<file path="config.mk">
export PLATFORM = sky130hd
export DESIGN_NAME = accr_regs
export DESIGN_NICKNAME = d
export VERILOG_FILES = /design/src/accr_pkg.sv /design/src/accr_reg_word.sv /design/src/accr_regs.sv
export SDC_FILE = /design/constraint.sdc
export NUM_CORES = 1
export LEC_CHECK = 0
export ABC_AREA = 1
export BUFFER_PORTS_ARGS = -buffer_cell sky130_fd_sc_hd__buf_2
export CORE_MARGIN = 2
export CORE_UTILIZATION = 45
export CTS_CLUSTER_SIZE = 10
export DETAILED_ROUTE_END_ITERATION = 16
export GPL_TIMING_DRIVEN = 0
export PLACE_DENSITY_LB_ADDON = 0.05
export SYNTH_ARGS = -nofsm -noshare
export SYNTH_HDL_FRONTEND = slang
export SYNTH_SLANG_ARGS = --single-unit
</file>
<file path="constraint.sdc">
create_clock -name sys_clk -period 2.4 [get_ports sys_clk]
set_input_delay 0.12 -clock sys_clk [delete_from_list [all_inputs] [get_ports sys_clk]]
set_output_delay 0.12 -clock sys_clk [all_outputs]
set_load 0.02 [all_outputs]
</file>
<file path="src/accr_pkg.sv">
package accr_pkg;

  // register bank geometry
  localparam int unsigned ADDR_W = 6;
  localparam int unsigned DATA_W = 16;

  // word offsets
  localparam logic [5:0] OFS_CH3_GCAL_LO = 6'h1C;
  localparam logic [5:0] OFS_CHAN4_CONFIG     = 6'h1D;
  localparam logic [5:0] OFS_CH4_OCAL_HI = 6'h1E;
  localparam logic [5:0] OFS_CH4_OCAL_LO = 6'h1F;
  localparam logic [5:0] OFS_CH4_GCAL_HI = 6'h20;
  localparam logic [5:0] OFS_CH4_GCAL_LO = 6'h21;

  // reset values
  localparam logic [15:0] RST_CH3_GCAL_LO = 16'h0000;
  localparam logic [15:0] RST_CHAN4_CONFIG     = 16'h0000;
  localparam logic [15:0] RST_CH4_OCAL_HI = 16'h0000;
  localparam logic [15:0] RST_CH4_OCAL_LO = 16'h0000;
  localparam logic [15:0] RST_CH4_GCAL_HI = 16'h8000;
  localparam logic [15:0] RST_CH4_GCAL_LO = 16'h0000;

  // field positions
  localparam int unsigned PHASE_LSB = 6;
  localparam int unsigned PHASE_MSB = 15;
  localparam int unsigned DCBLK_BIT = 2;
  localparam int unsigned MUX_MSB   = 1;
  localparam int unsigned LOW_MSB   = 15;
  localparam int unsigned LOW_LSB   = 8;

  // write masks of writable bits, reserved bits read zero
  localparam logic [15:0] MASK_CFG  = 16'hFFC7;
  localparam logic [15:0] MASK_FULL = 16'hFFFF;
  localparam logic [15:0] MASK_LOW8 = 16'hFF00;

  // input source selection
  typedef enum logic [1:0] {
    ACCR_IN_EXT   = 2'b00,
    ACCR_IN_SHORT = 2'b01,
    ACCR_IN_TPOS  = 2'b10,
    ACCR_IN_TNEG  = 2'b11
  } accr_in_sel_t;

  // register bus request
  typedef struct packed {
    logic [5:0]  addr;
    logic [15:0] wdata;
    logic        wr;
    logic        rd;
  } accr_bus_req_t;

  // channel 4 decoded controls
  typedef struct packed {
    logic signed [9:0]  phase_delay;
    logic               dc_block_off;
    accr_in_sel_t       input_select;
    logic signed [23:0] offset_cal;
    logic [23:0]        gain_cal;
  } accr_ch4_ctl_t;

endpackage : accr_pkg

</file>
<file path="src/accr_reg_word.sv">
`timescale 1ns/10ps
module accr_reg_word #(
  parameter logic [15:0] RESET_VAL = 16'h0000,
  parameter logic [15:0] WR_MASK   = 16'hFFFF
) (
  // clock and reset
  input  wire logic        sys_clk,
  input  wire logic        nrst,
  // write side
  input  wire logic        we,
  input  wire logic [15:0] wdata,
  // stored value
  output logic      [15:0] q
);

  typedef struct packed {
    logic [15:0] val;
  } accr_word_st_t;

  accr_word_st_t st_r;
  accr_word_st_t st_nxt;

  always_comb begin
    st_nxt = st_r;
    if (we) begin
      st_nxt.val = wdata & WR_MASK;
    end
  end

  always_ff @(posedge sys_clk or negedge nrst) begin
    if (!nrst) begin
      st_r <= '{val: RESET_VAL};
    end else begin
      st_r <= st_nxt;
    end
  end

  assign q = st_r.val;

endmodule : accr_reg_word

</file>
<file path="src/accr_regs.sv">
// The address-and-strobe port was decided locally.
`timescale 1ns/10ps
// Contract
// RULE1: channel 3 gain low eight bits live in bits 15:8 of its low word, read/write
// RULE2: gain value is unsigned fraction 0 to just under 2, scaled by 2^23
// RULE3: channel 4 phase delay in config bits 15:6, ten-bit two's complement
// RULE4: config bit 2 set bypasses DC block for channel 4, clear follows global
// RULE5: config bits 1:0 pick input: pins, shorted, positive or negative test
// RULE6: offset high word holds offset bits 23:8, read/write
// RULE7: offset low word bits 15:8 hold offset bits 7:0, read/write, reset zero
// RULE8: 24-bit offset value is signed two's complement
// RULE9: gain high word holds gain bits 23:8, resets to 8000h for unity
// RULE10: channel 4 config word resets to all zeros
// RULE11: both channel 4 offset words reset to zero
// RULE12: gain low word bits 15:8 hold gain bits 7:0, resets to zero
// RULE13: reserved bits read zero and ignore writes
// RULE14: each calibration value is current high word joined with low eight bits
module accr_regs (
  // clock and reset
  input  wire logic                   sys_clk,
  input  wire logic                   nrst,
  // register port
  input  wire logic [5:0]             reg_addr,
  input  wire logic [15:0]            reg_wdata,
  input  wire logic                   reg_wr,
  input  wire logic                   reg_rd,
  output logic      [15:0]            reg_rdata,
  // global dc block setting for channel 4
  input  wire logic                   global_dc_block_setting,
  // channel 3 gain low bits
  output logic      [7:0]             chan3_gain_cal_low_bits,
  // channel 4 controls
  output accr_pkg::accr_ch4_ctl_t     chan4_ctl,
  output logic                        chan4_dc_block_active,
  output logic                        chan4_use_pins,
  output logic                        chan4_inputs_shorted,
  output logic                        chan4_test_pos,
  output logic                        chan4_test_neg
);

  accr_pkg::accr_bus_req_t req;
  assign req = '{addr: reg_addr, wdata: reg_wdata, wr: reg_wr, rd: reg_rd};

  function automatic logic hit(input logic [5:0] a, input logic [5:0] ofs);
    hit = (a == ofs);
  endfunction : hit

  function automatic logic [23:0] join_cal(input logic [15:0] hi, input logic [15:0] lo);
    join_cal = {hi, lo[accr_pkg::LOW_MSB:accr_pkg::LOW_LSB]};
  endfunction : join_cal

  logic [15:0] ch3_gcal_lo_q;
  logic [15:0] chan4_config_q;
  logic [15:0] ch4_ocal_hi_q;
  logic [15:0] ch4_ocal_lo_q;
  logic [15:0] ch4_gcal_hi_q;
  logic [15:0] ch4_gcal_lo_q;

  // storage words, writes masked so reserved bits stay zero
  accr_reg_word #(.RESET_VAL(accr_pkg::RST_CH3_GCAL_LO), .WR_MASK(accr_pkg::MASK_LOW8))
  u_ch3_gcal_lo ( // [RULE1] [RULE13]
    .sys_clk (sys_clk),
    .nrst    (nrst),
    .we      (req.wr && hit(req.addr, accr_pkg::OFS_CH3_GCAL_LO)),
    .wdata   (req.wdata),
    .q       (ch3_gcal_lo_q)
  );

  accr_reg_word #(.RESET_VAL(accr_pkg::RST_CHAN4_CONFIG), .WR_MASK(accr_pkg::MASK_CFG))
  u_chan4_config ( // [RULE10] [RULE13]
    .sys_clk (sys_clk),
    .nrst    (nrst),
    .we      (req.wr && hit(req.addr, accr_pkg::OFS_CHAN4_CONFIG)),
    .wdata   (req.wdata),
    .q       (chan4_config_q)
  );

  accr_reg_word #(.RESET_VAL(accr_pkg::RST_CH4_OCAL_HI), .WR_MASK(accr_pkg::MASK_FULL))
  u_ch4_ocal_hi ( // [RULE6] [RULE11]
    .sys_clk (sys_clk),
    .nrst    (nrst),
    .we      (req.wr && hit(req.addr, accr_pkg::OFS_CH4_OCAL_HI)),
    .wdata   (req.wdata),
    .q       (ch4_ocal_hi_q)
  );

  accr_reg_word #(.RESET_VAL(accr_pkg::RST_CH4_OCAL_LO), .WR_MASK(accr_pkg::MASK_LOW8))
  u_ch4_ocal_lo ( // [RULE7] [RULE11] [RULE13]
    .sys_clk (sys_clk),
    .nrst    (nrst),
    .we      (req.wr && hit(req.addr, accr_pkg::OFS_CH4_OCAL_LO)),
    .wdata   (req.wdata),
    .q       (ch4_ocal_lo_q)
  );

  accr_reg_word #(.RESET_VAL(accr_pkg::RST_CH4_GCAL_HI), .WR_MASK(accr_pkg::MASK_FULL))
  u_ch4_gcal_hi ( // [RULE9]
    .sys_clk (sys_clk),
    .nrst    (nrst),
    .we      (req.wr && hit(req.addr, accr_pkg::OFS_CH4_GCAL_HI)),
    .wdata   (req.wdata),
    .q       (ch4_gcal_hi_q)
  );

  accr_reg_word #(.RESET_VAL(accr_pkg::RST_CH4_GCAL_LO), .WR_MASK(accr_pkg::MASK_LOW8))
  u_ch4_gcal_lo ( // [RULE12] [RULE13]
    .sys_clk (sys_clk),
    .nrst    (nrst),
    .we      (req.wr && hit(req.addr, accr_pkg::OFS_CH4_GCAL_LO)),
    .wdata   (req.wdata),
    .q       (ch4_gcal_lo_q)
  );

  // read path state
  typedef struct packed {
    logic [15:0] rdata;
  } accr_rd_st_t;

  accr_rd_st_t st_r;
  accr_rd_st_t st_nxt;

  always_comb begin
    st_nxt = '{rdata: 16'h0000};
    if (req.rd) begin
      unique case (req.addr)
        accr_pkg::OFS_CH3_GCAL_LO: st_nxt.rdata = ch3_gcal_lo_q; // [RULE1]
        accr_pkg::OFS_CHAN4_CONFIG:     st_nxt.rdata = chan4_config_q;     // [RULE13]
        accr_pkg::OFS_CH4_OCAL_HI: st_nxt.rdata = ch4_ocal_hi_q;
        accr_pkg::OFS_CH4_OCAL_LO: st_nxt.rdata = ch4_ocal_lo_q;
        accr_pkg::OFS_CH4_GCAL_HI: st_nxt.rdata = ch4_gcal_hi_q;
        accr_pkg::OFS_CH4_GCAL_LO: st_nxt.rdata = ch4_gcal_lo_q;
        default:                   st_nxt.rdata = 16'h0000;
      endcase
    end
  end

  always_ff @(posedge sys_clk or negedge nrst) begin
    if (!nrst) begin
      st_r <= '{rdata: 16'h0000};
    end else begin
      st_r <= st_nxt;
    end
  end

  assign reg_rdata = st_r.rdata;

  // decoded controls for the datapath
  assign chan3_gain_cal_low_bits = ch3_gcal_lo_q[accr_pkg::LOW_MSB:accr_pkg::LOW_LSB]; // [RULE1]

  always_comb begin
    chan4_ctl.phase_delay  = chan4_config_q[accr_pkg::PHASE_MSB:accr_pkg::PHASE_LSB]; // [RULE3]
    chan4_ctl.dc_block_off = chan4_config_q[accr_pkg::DCBLK_BIT];                     // [RULE4]
    chan4_ctl.input_select = accr_pkg::accr_in_sel_t'(chan4_config_q[accr_pkg::MUX_MSB:0]); // [RULE5]
    chan4_ctl.offset_cal   = join_cal(ch4_ocal_hi_q, ch4_ocal_lo_q); // [RULE8] [RULE14]
    chan4_ctl.gain_cal     = join_cal(ch4_gcal_hi_q, ch4_gcal_lo_q); // [RULE2] [RULE14]
  end

  // dc block bypass overrides the global setting
  assign chan4_dc_block_active = !chan4_ctl.dc_block_off && global_dc_block_setting; // [RULE4]

  // one-hot input source decode
  assign chan4_use_pins       = (chan4_ctl.input_select == accr_pkg::ACCR_IN_EXT);   // [RULE5]
  assign chan4_inputs_shorted = (chan4_ctl.input_select == accr_pkg::ACCR_IN_SHORT); // [RULE5]
  assign chan4_test_pos       = (chan4_ctl.input_select == accr_pkg::ACCR_IN_TPOS);  // [RULE5]
  assign chan4_test_neg       = (chan4_ctl.input_select == accr_pkg::ACCR_IN_TNEG);  // [RULE5]

endmodule : accr_regs

</file>
==> impl_metrics.toml, run 1 <==
[yosys]
syn_inst = 416
synth-seq-cells = 85
ys.flop_type = "dfrtp_1"
ys_seq_area_share_pct = 55.1
yosysTopAreaCell = "dfrtp_1"
yosysMostFrequentCell = "nand2_1"
avgSynthCellArea_um2 = 9.28
async_flop_share_pct = 100
syn-cell-area_um2 = 3860
synth_edf_count = 0
synth_nets = 443
synthDistinctLibCells = 23
synth_top_area_share_pct = 54.4
synthTopCellsByCount = "104 x nand2_1, 84 x dfrtp_1, 66 x nand3_1"
yosys-top-cells-area = "dfrtp_1 54%, nand2_1 10%, nand3_1 8.6%, o21ai_1 5.6%, o21ai_2 4.5%"
synth-warning-count = 0

[cells_and_area]
post-route-util_pct = 59.2
drive_gt1_share_pct = 34.2
antenna_cells = 0
n_fill_cell = 780
syn2layout_area_growth_pct = 26.5
nets = 572
finalInstanceArea_um2 = 4880

[timing]
finalClockSkew_ns = 0.00845
setup_violations = 0
max_freq_mhz = 822
slew_violations = 0
slew-limit-headroom_pct = 70.8
min_period_ns = 1.22
fin_crit_sh_pct = 50.7
hold-worst-slack_ns = 0.0331
worst-slew-pin-transition_ns = 0.438
final_hold_viol_count = 0
rsz0062_at_grt = "no"
fin_setup_tns_ns = 0

[die]
die-area_um2 = 9340
start_util_pct = 46.8
rows = 33
core_um2 = 8260
die_h_um = 96.6
io_pins = 117
die_w_um = 96.6

[grt]
grt_start_max_net_pins = 63
grt_antenna_before_repair = 0
grt_pass1_wl_mm = 17.2
grt_pass1_vias = 3374
grt_overflow = 0
grt.total_usage_pct = 23.3

[pwr]
ir_drop_mv = 0.423
power_uw = 3750
p_leak_uw = 0.00268
power.density_nw_per_um2 = 768

[cts]
clockRootBuffer = "clkbuf_8"
ctsHtreeMaxLevel = 3
clk_pin_slew_ns = 0.09
numClockSinks = 85
clk_latency_ns = 0.35
cts_buffers = 9
clk_path_buf_depth = 2
cts-resized-gates = 0
cts_tree = "done"

[min_path]
hp-class = "in2reg"
holdCritStartpoint = "reg_rd"

[routing]
drcViolationCount = 0
ant_nets = 0
drt_iter0_markers = 141
routed_wl_mm = 10.6
drt-wirelength-per-cell_um = 16.3
drt_first_pass_iters = 4
avgViaCountPerCell = 5.23
route.vias.total = 3426

[setup_path]
arrival_ns = 1.10
crit_path_end_kind = "output port"
critPathMaxFanout = 7
crit_start = "u_chan4_config.q[0]"
cp.required_ns = 2.28
critical_path_class = "reg2out"
reg2reg_from = "u_ch4_ocal_hi.q[9]"
worst_setup_path_start_kind = "flop"

[place]
place_area_um2 = 4600
dp_hpwl_mm = 7.89
gp_congestion = 0.861
numPortBuffers = 116

[run_status]
status = "complete, no violations"

[flow_run]
maxCapViolations = 0
-- layout make-up --
type | instances | area [um^2] | share of cell area, %
clock buffer | 10 | 138 | 2.82
sequential | 85 | 2130 | 43.6
timing repair buffer | 118 | 621 | 12.7
inverter | 33 | 124 | 2.54
multi-input combinational | 280 | 1440 | 29.4
buffer | 18 | 173 | 3.53
tap | 105 | 131 | 2.69
clock inverter | 6 | 134 | 2.74
-- timing repair --
item,4_1_cts,5_1_grt
hold buffers,1,0
setup buffers,0,0
hold endpoints to repair,23,0
-- cell usage in the layout, fill, tap and decap left out, types with 4 or more instances in the layout --
master,count
o21ai_0,6
nand3_1,66
bufinv_16,4
nor2_4,5
clkbuf_8,10
nand2_1,104
o21ai_2,20
dfrtp_1,84
buf_2,118
o21ai_1,43
buf_6,13
inv_1,31
nor2_1,22
-- critical path, cell delays in order, from the launching register on --
cell     delay [ns]
dfrtp_1        0.46
inv_1          0.06
nor2_1         0.07
buf_2          0.16
-- state kept, by name, indices dropped and copies added (netlist names) --
name and cells:
reg_rdata 16, u_ch3_gcal_lo.q 8, u_ch4_gcal_hi.q 16, u_ch4_gcal_lo.q 8, u_ch4_ocal_hi.q 16, u_ch4_ocal_lo.q 8
u_chan4_config.q 13
-- path summary, 6_finish.rpt --
path / to / slack, ns / cells past startpoint
setup reg to reg: reg_rdata[9] / 1.39 / 4
setup / recovery: chan4_inputs_shorted / 1.18 / 3
hold reg to reg: u_ch4_gcal_hi.q[15] / 0.51 / 2
hold / removal: reg_rdata[0] / 0.03 / 3
max in group asynchronous: u_ch4_gcal_hi.q[15] / 1.55 / 3
min in group asynchronous: reg_rdata[1] / 0.20 / 2
-- report_power, final --
| part | leakage [uW] | total, uW | internal, uW | switching, uW |
|---|---|---|---|---|
| registers | 0.00114 | 1730 | 1590 | 140 |
| clock network | 0.000136 | 1330 | 825 | 509 |
| logic | 0.00141 | 693 | 230 | 463 |
| total | 0.00268 | 3750 | 2640 | 1110 |
-- routing by layer --
metal	global-route usage, %	share of wire [%]	vias up
li1	-	-	1630
met1	32.7	45	1661
met2	36.6	47	121
met3	4.12	6.8	14
met4	7.91	1.6	0
met5	0	0	-
-- metrics by stage --
| stage | std cells | setup WS [ns] |
|---|---|---|
| detailed placement | 638 | 0.979 |
| CTS | 655 | 1.17 |
| global placement | 637 | 0.490 |
| floorplan | 416 | 1.35 |
| global route | 655 | 1.05 |
| finish | 655 | 1.18 |
-- logic make-up (layout without fill, tap and decap cells) --
family	Yosys count	in the layout	share of synthesized area (%)
simple gates	208	208	25.9
compound gates	72	72	11.3
buf+inv	51	185	7.68
flops	85	85	55.1
(Power assumes the default switching activity.)
==> run 2, diff against run 1 <==
- clock period: 2.4 -> 1.11 ns (I/O delays scaled with it)
==> run 2 against run 1 <==
Net effect: the flow now finishes with violations (setup timing); global-route usage is 0.20 points higher; first-iteration DRC count is 18% higher; clock-buffer cell count stayed put; non-clock buffer count is 12 higher; utilization is 1.7 points higher; wire length is 1.0% higher; sequential cell count stayed put; die area stayed put; final cell count is 1.8% higher; sequential share of layout area is 1.2 points lower.
==> impl_metrics.toml, run 2 (same netlist as run 1, synthesis figures left out) <==
[cts]
clk_pin_slew_ns = 0.09
clk_latency_ns = 0.35
clockRootBuffer = "clkbuf_8"
ctsHtreeMaxLevel = 3
clk_path_buf_depth = 2
cts_tree = "done"
cts_buffers = 9
numClockSinks = 85

[cells_and_area]
syn2layout_area_growth_pct = 30.1
post-route-util_pct = 60.8
stdcell_count = 667
nets = 584
antenna_cells = 0
drive_gt1_share_pct = 34.7
mostFrequentLayoutCells = "112 x buf_2, 104 x nand2_1, 82 x dfrtp_1"
layout_commonest_cell = "buf_2"

[die]
io_pins = 117
die_w_um = 96.6
die-area_um2 = 9340
rows = 33
die_h_um = 96.6
start_util_pct = 46.8
core_um2 = 8260

[flow_run]
maxCapViolations = 0

[min_path]
hp-class = "in2reg"

[timing]
slew_violations = 0
finalClockSkew_ns = 0.0116
worst-slew-pin-transition_ns = 0.389
final_hold_viol_count = 0
setup_violations = 1
max_freq_mhz = 901
fin_crit_sh_pct = 100
rsz0062_at_grt = "yes"
setup_slack_ns = -0.000106
min_period_ns = 1.11
slew-limit-headroom_pct = 73.9

[grt]
grt_start_max_net_pins = 63
grt.total_usage_pct = 23.5
grt_pass1_vias = 3423
grt_antenna_before_repair = 0
grt_pass1_wl_mm = 17.4
grt_overflow = 0

[routing]
avgViaCountPerCell = 5.19
drt_first_pass_iters = 4
route.vias.total = 3462
ant_nets = 0
drt_iter0_markers = 166
drcViolationCount = 0
drt-wirelength-per-cell_um = 16.1
routed_wl_mm = 10.8

[setup_path]
critPathMaxFanout = 6
worst_setup_path_start_kind = "flop"
crit_path_end_kind = "output port"
arrival_ns = 1.05
critical_path_class = "reg2out"
cp.required_ns = 1.05

[place]
dp_hpwl_mm = 7.89
dp.cells = 638
numPortBuffers = 116
gp_congestion = 0.861

[run_status]
status = "complete, but fails checks"
violations = "setup timing"

[pwr]
ir_drop_mv = 0.921
p_leak_uw = 0.00274
power.density_nw_per_um2 = 1630
[run 2: cell types whose count changed in the layout (fill, tap and decap cells not counted), moves of 2 or more]
cell / before / now
dlygate4sd3_1: 1 / 10
buf_4: 2 / 9
buf_2: 118 / 112
buf_6: 13 / 15
dfrtp_1: 84 / 82
dfrtp_2: 0 / 2
[run 2: what timing repair did]
item | CTS | global route
setup buffers | 3 | 0
hold buffers | 10 | 0
resized for setup | 7 | 6
endpoints found under the setup margin | 5 | 16
hold endpoints to repair | 106 | 0
pin swaps | 1 | 4
[run 2: layout make-up]
cell class | count | area (um^2)
clock inverter | 6 | 134
inverter | 33 | 124
clock buffer | 10 | 138
tap | 105 | 131
sequential | 85 | 2130
buffer | 18 | 174
multi-input combinational | 280 | 1440
timing repair buffer | 130 | 756
fill | 761 | 3230
[run 2: final timing paths]
kind | start | to | slack (ns) | depth (start not counted)
worst max-delay path | u_chan4_config.q[0] | chan4_test_pos | -0.0001 | 2
worst min-delay path | reg_wdata[8] | u_ch4_ocal_hi.q[8] | 0.07 | 3
worst max register to register | u_ch4_ocal_hi.q[9] | reg_rdata[9] | 0.08 | 4
worst min register to register | u_ch4_gcal_hi.q[3] | u_ch4_gcal_hi.q[3] | 0.52 | 2
max in group asynchronous | nrst | u_ch4_gcal_hi.q[15] | 0.32 | 3
min in group asynchronous | nrst | reg_rdata[1] | 0.13 | 2
[run 2: critical path, stage by stage (launching register included)]
cell	delay [ns]
dfrtp_2	0.45
nor2_1	0.11
buf_4	0.14
[run 2: power by group]
part	leakage [uW]	switching, uW	total, uW	internal, uW
registers	0.00114	301	3730	3430
logic	0.00146	1010	1570	555
clock network	0.000136	1110	2900	1780
[run 2: through the flow]
stage	worst slack [ns]	cell area, um^2	TNS, ns	hold WS (ns)	total power (uW)
after global routing	-0.0685	5020	-0.225	0.0899	8570
after CTS	-0.00863	5010	-0.0124	0.0674	8240
after global placement	-0.736	4570	-71.89	0.332	5260
final	-0.000106	5020	-0.000106	0.0706	8200
after detailed placement	-0.246	4600	-12.12	-0.0240	5300
after floorplan	0.125	3860	0	-0.240	4620
[run 2: routing by layer]
layer	track usage, %	up-vias	share of wire, %
met2	37.1	125	47
met1	32.9	1669	46
met3	4.05	14	5.9
met4	7.91	0	1.6
li1	-	1654	-
met5	0	-	0
